### config.mk
export PLATFORM = sky130hd
export DESIGN_NAME = deposit_word_interrupt_transfer
export DESIGN_NICKNAME = d
export VERILOG_FILES = /design/src/logic/word_ram.v /design/src/logic/deposit_word_interrupt_transfer.v
export VERILOG_INCLUDE_DIRS = /design/src /design/src/logic
export SDC_FILE = /design/constraint.sdc
export NUM_CORES = 1
export LEC_CHECK = 0
export BUFFER_PORTS_ARGS = -buffer_cell sky130_fd_sc_hd__buf_2
export CORE_AREA = 2 2 172 157
export DETAILED_ROUTE_END_ITERATION = 16
export DIE_AREA = 0 0 174 159
export PLACE_DENSITY = 0.77
export SYNTH_ARGS = -nofsm -noshare
export SYNTH_HDL_FRONTEND = slang
export SYNTH_HIERARCHICAL = 1
export SYNTH_SLANG_ARGS = --single-unit
### constraint.sdc
create_clock -name clk -period 1.7 [get_ports clk]
set_clock_uncertainty 0.2 [all_clocks]
set_input_delay 0.255 -clock clk [delete_from_list [all_inputs] [get_ports clk]]
set_output_delay 0.255 -clock clk [all_outputs]
set_load 0.02 [all_outputs]
### src/logic/deposit_word_consts.vh
// Constants for the deposit word interrupt transfer block.
// Behaviour
// RULE1 - Processor sets function, channel, controller, then raises demand for interrupt address.
// RULE2 - Interface starts the dialogue by asserting the interrupt level zero line.
// RULE3 - On second demand with interrupt address in, drive function word, acknowledge, transfer.
// RULE4 - Function word bits 3 to 5 carry the three-bit service type code.
// RULE5 - Function word bit 6 says whether protection and relocation apply.
// RULE6 - Processor prepares data-in while interface proceeds to assemble the data word.
// RULE7 - Processor stays on the bus until acknowledge and transfer are asserted.
// RULE8 - First data-word state loads the assembly buffer from RAM location 3.
// RULE9 - Second state loads RAM location 2 while shifting the buffer left.
// RULE10 - Afterwards buffer bits 16-19 hold data 00-03, bits 20-35 hold data 04-19.
// RULE11 - Third state loads RAM location 1 while shifting the buffer left again.
// RULE12 - The complete 36-bit word is driven onto the bus data lines.
// RULE13 - Interface asserts acknowledge and transfer; processor later removes demand.
// RULE14 - After demand drops in the final state, release lines and return to idle.
// RULE15 - Each data-word state waits for the previous bus handshake to complete.
`ifndef DEPOSIT_WORD_CONSTS_VH
`define DEPOSIT_WORD_CONSTS_VH
`define FCN_PI_SERVED 3'h1
`define FCN_INTERRUPT_ADDRESS_IN_FUNCTION 3'h2
`define RAM_LOC_WORD1 4'h1
`define RAM_LOC_WORD2 4'h2
`define RAM_LOC_WORD3 4'h3
`define FW_SERVICE_MSB 32
`define FW_SERVICE_LSB 30
`define FW_PROTECT_BIT 29
`define FW_ADDR_MSB 22
`define WORD_RESET 36'h000000000
`endif

### src/logic/word_ram.v
// Small word memory with a registered read port for the staged data words.
`timescale 1ns/100ps
module word_ram #(
   parameter WIDTH = 16,
   parameter ADDR_BITS = 4
) (
   input wire clk,
   input wire wr_en,
   input wire [ADDR_BITS-1:0] wr_addr,
   input wire [WIDTH-1:0] wr_data,
   input wire [ADDR_BITS-1:0] rd_addr,
   output reg [WIDTH-1:0] rd_data
);
   reg [WIDTH-1:0] mem [0:(1<<ADDR_BITS)-1];

   // Writes land on the clock; the read word is registered, one cycle behind the address.
   always @(posedge clk) begin
      if (wr_en) begin
         mem[wr_addr] <= wr_data;
      end
      rd_data <= mem[rd_addr];
   end
endmodule

### src/logic/deposit_word_interrupt_transfer.v
// Deposit phase: interrupt dialogue, data word assembly and bus handshake.
`timescale 1ns/100ps
`include "deposit_word_consts.vh"
module deposit_word_interrupt_transfer #(
   parameter [2:0] MY_CHANNEL = 3'h1,
   parameter [3:0] MY_CONTROLLER = 4'h0
) (
   input wire clk,
   input wire rstn,
   input wire ram_wr_en,
   input wire [3:0] ram_wr_addr,
   input wire [15:0] ram_wr_data,
   input wire deposit_go,
   input wire [2:0] service_code,
   input wire protect_relocate,
   input wire [22:0] target_address,
   input wire demand,
   input wire [2:0] bus_function,
   input wire [2:0] bus_channel,
   input wire [3:0] bus_controller,
   output reg interrupt_level_zero_line,
   output reg [35:0] data_out,
   output reg data_oe,
   output reg acknowledge,
   output reg transfer,
   output reg busy
);
   localparam [2:0] S_IDLE = 3'h0;
   localparam [2:0] S_INT_WAIT = 3'h1;
   localparam [2:0] S_FCN_ACK = 3'h2;
   localparam [2:0] S_WORD1 = 3'h3;
   localparam [2:0] S_WORD2 = 3'h4;
   localparam [2:0] S_WORD3 = 3'h5;
   localparam [2:0] S_DATA_WAIT = 3'h6;
   localparam [2:0] S_DATA_ACK = 3'h7;

   reg [2:0] state;
   reg [2:0] next_state;
   reg phase;
   reg next_phase;
   reg demand_q;
   reg seen_first;
   reg next_seen_first;
   reg [35:0] assembly;
   reg [35:0] next_assembly;
   reg [3:0] rd_addr;
   reg [3:0] next_rd_addr;
   reg next_int_line;
   reg [35:0] next_data_out;
   reg next_data_oe;
   reg next_handshake;
   wire [15:0] rd_data;
   wire demand_rise;

   // Builds the interrupt function word from the service request inputs.
   function [35:0] make_function_word;
      input [2:0] svc;
      input prot;
      input [22:0] addr;
      reg [35:0] w;
      begin
         w = `WORD_RESET;
         w[`FW_SERVICE_MSB:`FW_SERVICE_LSB] = svc; // [RULE4]
         w[`FW_PROTECT_BIT] = prot; // [RULE5]
         w[`FW_ADDR_MSB:0] = addr;
         make_function_word = w;
      end
   endfunction

   // Staging memory for the three 16-bit pieces of the data word.
   word_ram #(
      .WIDTH(16),
      .ADDR_BITS(4)
   ) u_ram (
      .clk(clk),
      .wr_en(ram_wr_en),
      .wr_addr(ram_wr_addr),
      .wr_data(ram_wr_data),
      .rd_addr(rd_addr),
      .rd_data(rd_data)
   );

   assign demand_rise = demand & ~demand_q;

   // Next-state logic of the deposit sequencer.
   always @* begin
      next_state = state;
      next_phase = phase;
      next_seen_first = seen_first;
      next_assembly = assembly;
      next_rd_addr = rd_addr;
      next_int_line = interrupt_level_zero_line;
      next_data_out = data_out;
      next_data_oe = data_oe;
      next_handshake = acknowledge;
      case (state)
         S_IDLE: begin
            if (deposit_go) begin
               next_int_line = 1'b1; // [RULE2]
               next_seen_first = 1'b0;
               next_state = S_INT_WAIT;
            end
         end
         S_INT_WAIT: begin
            // The processor names function, channel and controller before demand rises. [RULE1]
            if (demand_rise && bus_channel == MY_CHANNEL) begin
               if (seen_first && bus_function == `FCN_INTERRUPT_ADDRESS_IN_FUNCTION && bus_controller == MY_CONTROLLER) begin
                  next_data_out = make_function_word(service_code, protect_relocate, target_address); // [RULE3]
                  next_data_oe = 1'b1;
                  next_handshake = 1'b1;
                  next_rd_addr = `RAM_LOC_WORD3;
                  next_state = S_FCN_ACK;
               end else begin
                  next_seen_first = 1'b1;
               end
            end
         end
         S_FCN_ACK: begin
            // The processor holds the bus until the handshake is seen, then drops demand. [RULE7]
            if (!demand) begin
               next_int_line = 1'b0;
               next_data_oe = 1'b0;
               next_data_out = `WORD_RESET;
               next_handshake = 1'b0;
               next_phase = 1'b0;
               next_state = S_WORD1; // [RULE6]
            end
         end
         S_WORD1: begin
            // Phase 0 waits out the registered read; phase 1 loads the word. [RULE15]
            next_phase = ~phase;
            if (phase) begin
               next_assembly = {20'h00000, rd_data}; // [RULE8]
               next_rd_addr = `RAM_LOC_WORD2;
               next_state = S_WORD2;
            end
         end
         S_WORD2: begin
            next_phase = ~phase;
            if (phase) begin
               // Shift left while loading; bits 16-19 now hold data 00-03. [RULE9] [RULE10]
               next_assembly = {assembly[19:0], rd_data};
               next_rd_addr = `RAM_LOC_WORD1;
               next_state = S_WORD3;
            end
         end
         S_WORD3: begin
            next_phase = ~phase;
            if (phase) begin
               next_assembly = {assembly[19:0], rd_data}; // [RULE11]
               next_state = S_DATA_WAIT;
            end
         end
         S_DATA_WAIT: begin
            // The data-in demand must come after the previous demand has dropped. [RULE15]
            if (demand_rise) begin
               next_data_out = assembly; // [RULE12]
               next_data_oe = 1'b1;
               next_handshake = 1'b1; // [RULE13]
               next_state = S_DATA_ACK;
            end
         end
         S_DATA_ACK: begin
            if (!demand) begin
               next_data_oe = 1'b0; // [RULE14]
               next_data_out = `WORD_RESET;
               next_handshake = 1'b0;
               next_state = S_IDLE;
            end
         end
         default: begin
            next_state = S_IDLE;
         end
      endcase
   end

   // State and output registers.
   always @(posedge clk or negedge rstn) begin
      if (!rstn) begin
         state <= S_IDLE;
         phase <= 1'b0;
         demand_q <= 1'b0;
         seen_first <= 1'b0;
         assembly <= `WORD_RESET;
         rd_addr <= 4'h0;
         interrupt_level_zero_line <= 1'b0;
         data_out <= `WORD_RESET;
         data_oe <= 1'b0;
         acknowledge <= 1'b0;
         transfer <= 1'b0;
         busy <= 1'b0;
      end else begin
         state <= next_state;
         phase <= next_phase;
         demand_q <= demand;
         seen_first <= next_seen_first;
         assembly <= next_assembly;
         rd_addr <= next_rd_addr;
         interrupt_level_zero_line <= next_int_line;
         data_out <= next_data_out;
         data_oe <= next_data_oe;
         acknowledge <= next_handshake; // [RULE3] [RULE13]
         transfer <= next_handshake;
         busy <= (next_state != S_IDLE);
      end
   end
endmodule

==> summary.txt <==
Detailed routing
  • Vias: 7760
  • Drt first pass iters: 5
  • DRC: 0
  • Drt wl/cell: 23.3 um
  • Starting DRT DRC Count: 780
  • Final WL: between 30000 and 40000 um
  • DRT antenna net count: 0
  • Vias/cell: 5.78

Yosys
  • YS warnings: 6
  • Yosys top cell by area: edfxtp_1
  • XOR/XNOR Fraction of Synth Area: 0.00125
  • Yosys cell types: just over 60
  • Post-synth ARST share: 0.234
  • Ranking of synthesized cells by area: edfxtp_1 (55%), dfrtp_1 (15%), mux4_2 (8.7%)
  • Syn Inst Count: 727
  • Ys flop type: edfxtp_1
  • Synth Area in Adders: 0
  • Number of flops mapped to enable cells by yosys: 256
  • Largest family of logic cells by synthesized area: multiplexers
  • Most common cell in the netlist: edfxtp_1
  • Compound-Gate Fraction of Synth Area: 0.0603
  • Register area share after synthesis: 0.722
  • Synth top area share: 0.550
  • Syn Area/Cell: 19.2 um^2
  • Simple-gate share of the synthesized area: 0.0342
  • Most frequent cells after synthesis: edfxtp_1 (256), dfrtp_1 (83), mux4_2 (54), a22oi_1 (32), nand2_1 (32)
  • Flops & latches, synth: 355
  • Mux contribution to synthesized area: 0.155
  • Synth Cell Area: 0.0140 mm^2

Run status
  • Violated checks: setup timing
  • Status: finished with violations

Placement
  • Buffers on Ports: 102
  • Final HPWL DP: 17500 um
  • Placed insts: approximately 1200
  • Place WS: -0.346 ns
  • Placer Congestion: around 0.76

Cells and area
  • Syn-to-layout area delta: 26.3%
  • Multi-input logic area: ~0.0038 mm^2
  • Register area: 0.0101 mm^2
  • Number of diodes: 0
  • Post-layout util: 0.684
  • Layout cells sized above 1: 0.430
  • Nets: 1029
  • Finished Layout Cells: 1342
  • FILL cells: between 1500 and 2000

Clocking
  • Clock latency on the worst-skew pair: 0.51 ns
  • Worst-path clk slew: 0.06 ns
  • CTS Root Buffer Type: clkbuf_16
  • Num CTS Buffers: 35
  • CTS sink cnt: 355
  • CTS tree: built
  • CTS Buffer Depth: 3
  • H-tree depth: 2

Die
  • IO Pins: 103
  • Die area: ~0.028 mm^2
  • Initial Utilization: 0.542
  • Core Area: about 0.026 mm^2
  • Floorplan die width: 174 um
  • Standard-cell rows: 56
  • Vert. Die Dim: 159 um

Timing
  • Max-slew violation count: 0
  • Crit share post-route: 1.16
  • Min Clock Period, post-route: a little under 2 ns
  • # setup viols final: 74
  • Setup TNS: -11.58 ns
  • Max Clock Freq: 506 MHz
  • Final worst slack: -0.276 ns
  • Final hold vios: 0
  • RSZ-0062 raised after global routing: true

Pwr
  • Power per cell area: between 1500 and 2000 mW/mm^2
  • Leakage: roughly 6.7 nW
  • Peak supply drop: 911 uV
  • Final Power: 0.0280 W

Flow run
  • Max-cap violations: 0

Global routing
  • Grt ovf: 0
  • First-pass GRT wire length: about 47000 um
  • Largest net degree at the start of global routing: 84
  • Vias in the first global route: 7976
  • Initial antenna violation count: 0
  • Tot GR Track Use: 0.225

Setup path
  • R2r startpoint: demand_q$_DFF_PN0_
  • Critical Path End Type: register
  • Register-to-register setup slack: -0.28 ns
  • Kind of critical path: reg -> reg
  • Worst r2r path cells: 6
  • Worst Path Arrival: approximately 2.2 ns
  • Worst Setup Start Kind: register
  • Crit path from: demand_q$_DFF_PN0_
  • CP endpoint: data_out[12]$_DFFE_PN0P_
  • Max FO, Critical Path: 16
  • Critical path data required time: 1.88 ns
  • Reg-to-reg endpoint: data_out[12]$_DFFE_PN0P_

Hold path
  • Worst hold path cell count: 3
  • Type of the most critical hold path: in -> reg
==> routing by layer <==
metal,vias to the layer above,routed length [um],GRT usage,share of wire
li1,3388,-,-,-
met3,57,2340,0.0361,0.075
met4,0,560,0.0497,0.018
met5,-,0,0,0
met2,343,15400,0.368,0.49
met1,3972,13000,0.324,0.41
==> state kept, by name (all words and copies together), names as in the netlist <==
name,flops
u_ram/mem,256
assembly,36
data_out,36
u_ram/rd_data,16
state,3
rd_addr,2
busy,1
demand_q,1
interrupt_level_zero_line,1
phase,1
seen_first,1
transfer,1
==> through the flow <==
stage                     instance area, um^2  hold WS, ns
after CTS                               17400       0.0231
after detailed placement                15500        0.116
after global placement                  15500        0.117
final                                   17600       0.0440
after global routing                    17600       0.0590
after floorplan                         14100       -0.241
==> timing repair <==
item,4_1_cts,5_1_grt
resized for setup,29,41
cloned,3,3
pin swaps,7,28
hold endpoints to repair,371,0
buffers inserted,14,7
hold buffers,48,0
endpoints found under the setup margin,92,95
==> how the worst min path moves through the flow <==
stage / startpoint / endpoint / slack [ns]
finish: bus_channel[0] / seen_first$_DFFE_PN0P_ / 0.04
global route: bus_channel[0] / seen_first$_DFFE_PN0P_ / 0.06
CTS: bus_controller[2] / state[0]$_DFF_PN0_ / 0.02
detailed placement: rstn / busy$_DFF_PN0_ / 0.12
global placement: rstn / busy$_DFF_PN0_ / 0.12
floorplan: rstn / assembly[0]$_DFFE_PN0P_ / -0.24
==> critical path, stage by stage (launching register included) <==
cell	delay, ns
dfrtp_1	0.38
and4bb_4	0.32
nand4_4	0.10
a22oi_2	0.20
buf_4	0.15
buf_12	0.17
mux2_4	0.31
==> cells by family (layout without fill, tap and decap cells) <==
kind of cell | count (synthesis) | after routing
and+or+nand+nor | 87 | 87
buffers and inverters | 59 | 319
AOI/OAI and AO/OA | 104 | 104
xor gates and xnor gates | 2 | 2
other | 1 | 8
muxes | 119 | 119
DFF | 355 | 355
==> report_power, final <==
group          internal, W  switching [W]  total, W
clock network      0.00450        0.00309   0.00759
registers           0.0104       0.000860    0.0113
logic              0.00505        0.00406   0.00912
total               0.0200        0.00801    0.0280
==> area by class of cell <==
| class | count | share of cell area |
|---|---|---|
| flip-flops and latches | 355 | 0.572 |
| multi-input cells | 320 | 0.216 |
| repair buffers | 241 | 0.119 |
| clock buffers | 53 | 0.0583 |
| well taps | 348 | 0.0247 |
| inverters | 14 | 0.00312 |
| clock inverters | 11 | 0.00674 |
==> placed cells by master, fill, tap and decap left out, types with 3 or more instances in the layout <==
cell type        n
edfxtp_1       256
buf_2          101
dfrtp_1         78
mux4_2          60
buf_4           51
dlygate4sd3_1   48
mux2_4          40
clkbuf_16       39
nand2_1         32
a22o_1          31
buf_12          21
a22oi_2         17
a22o_2          16
a22oi_1         16
dfxtp_1         16
inv_1           13
buf_6           13
nor2_2          12
mux2i_1         11
clkbuf_1        10
conb_1           8
nor2_1           7
a21oi_1          6
clkbuf_8         6
nand2b_1         4
nor3_4           4
mux2_2           4
dfrtp_2          4
mux4_1           4
o21ai_0          3
nor2b_1          3
clkinv_2         3
clkinv_1         3
(Power assumes the default switching activity.)
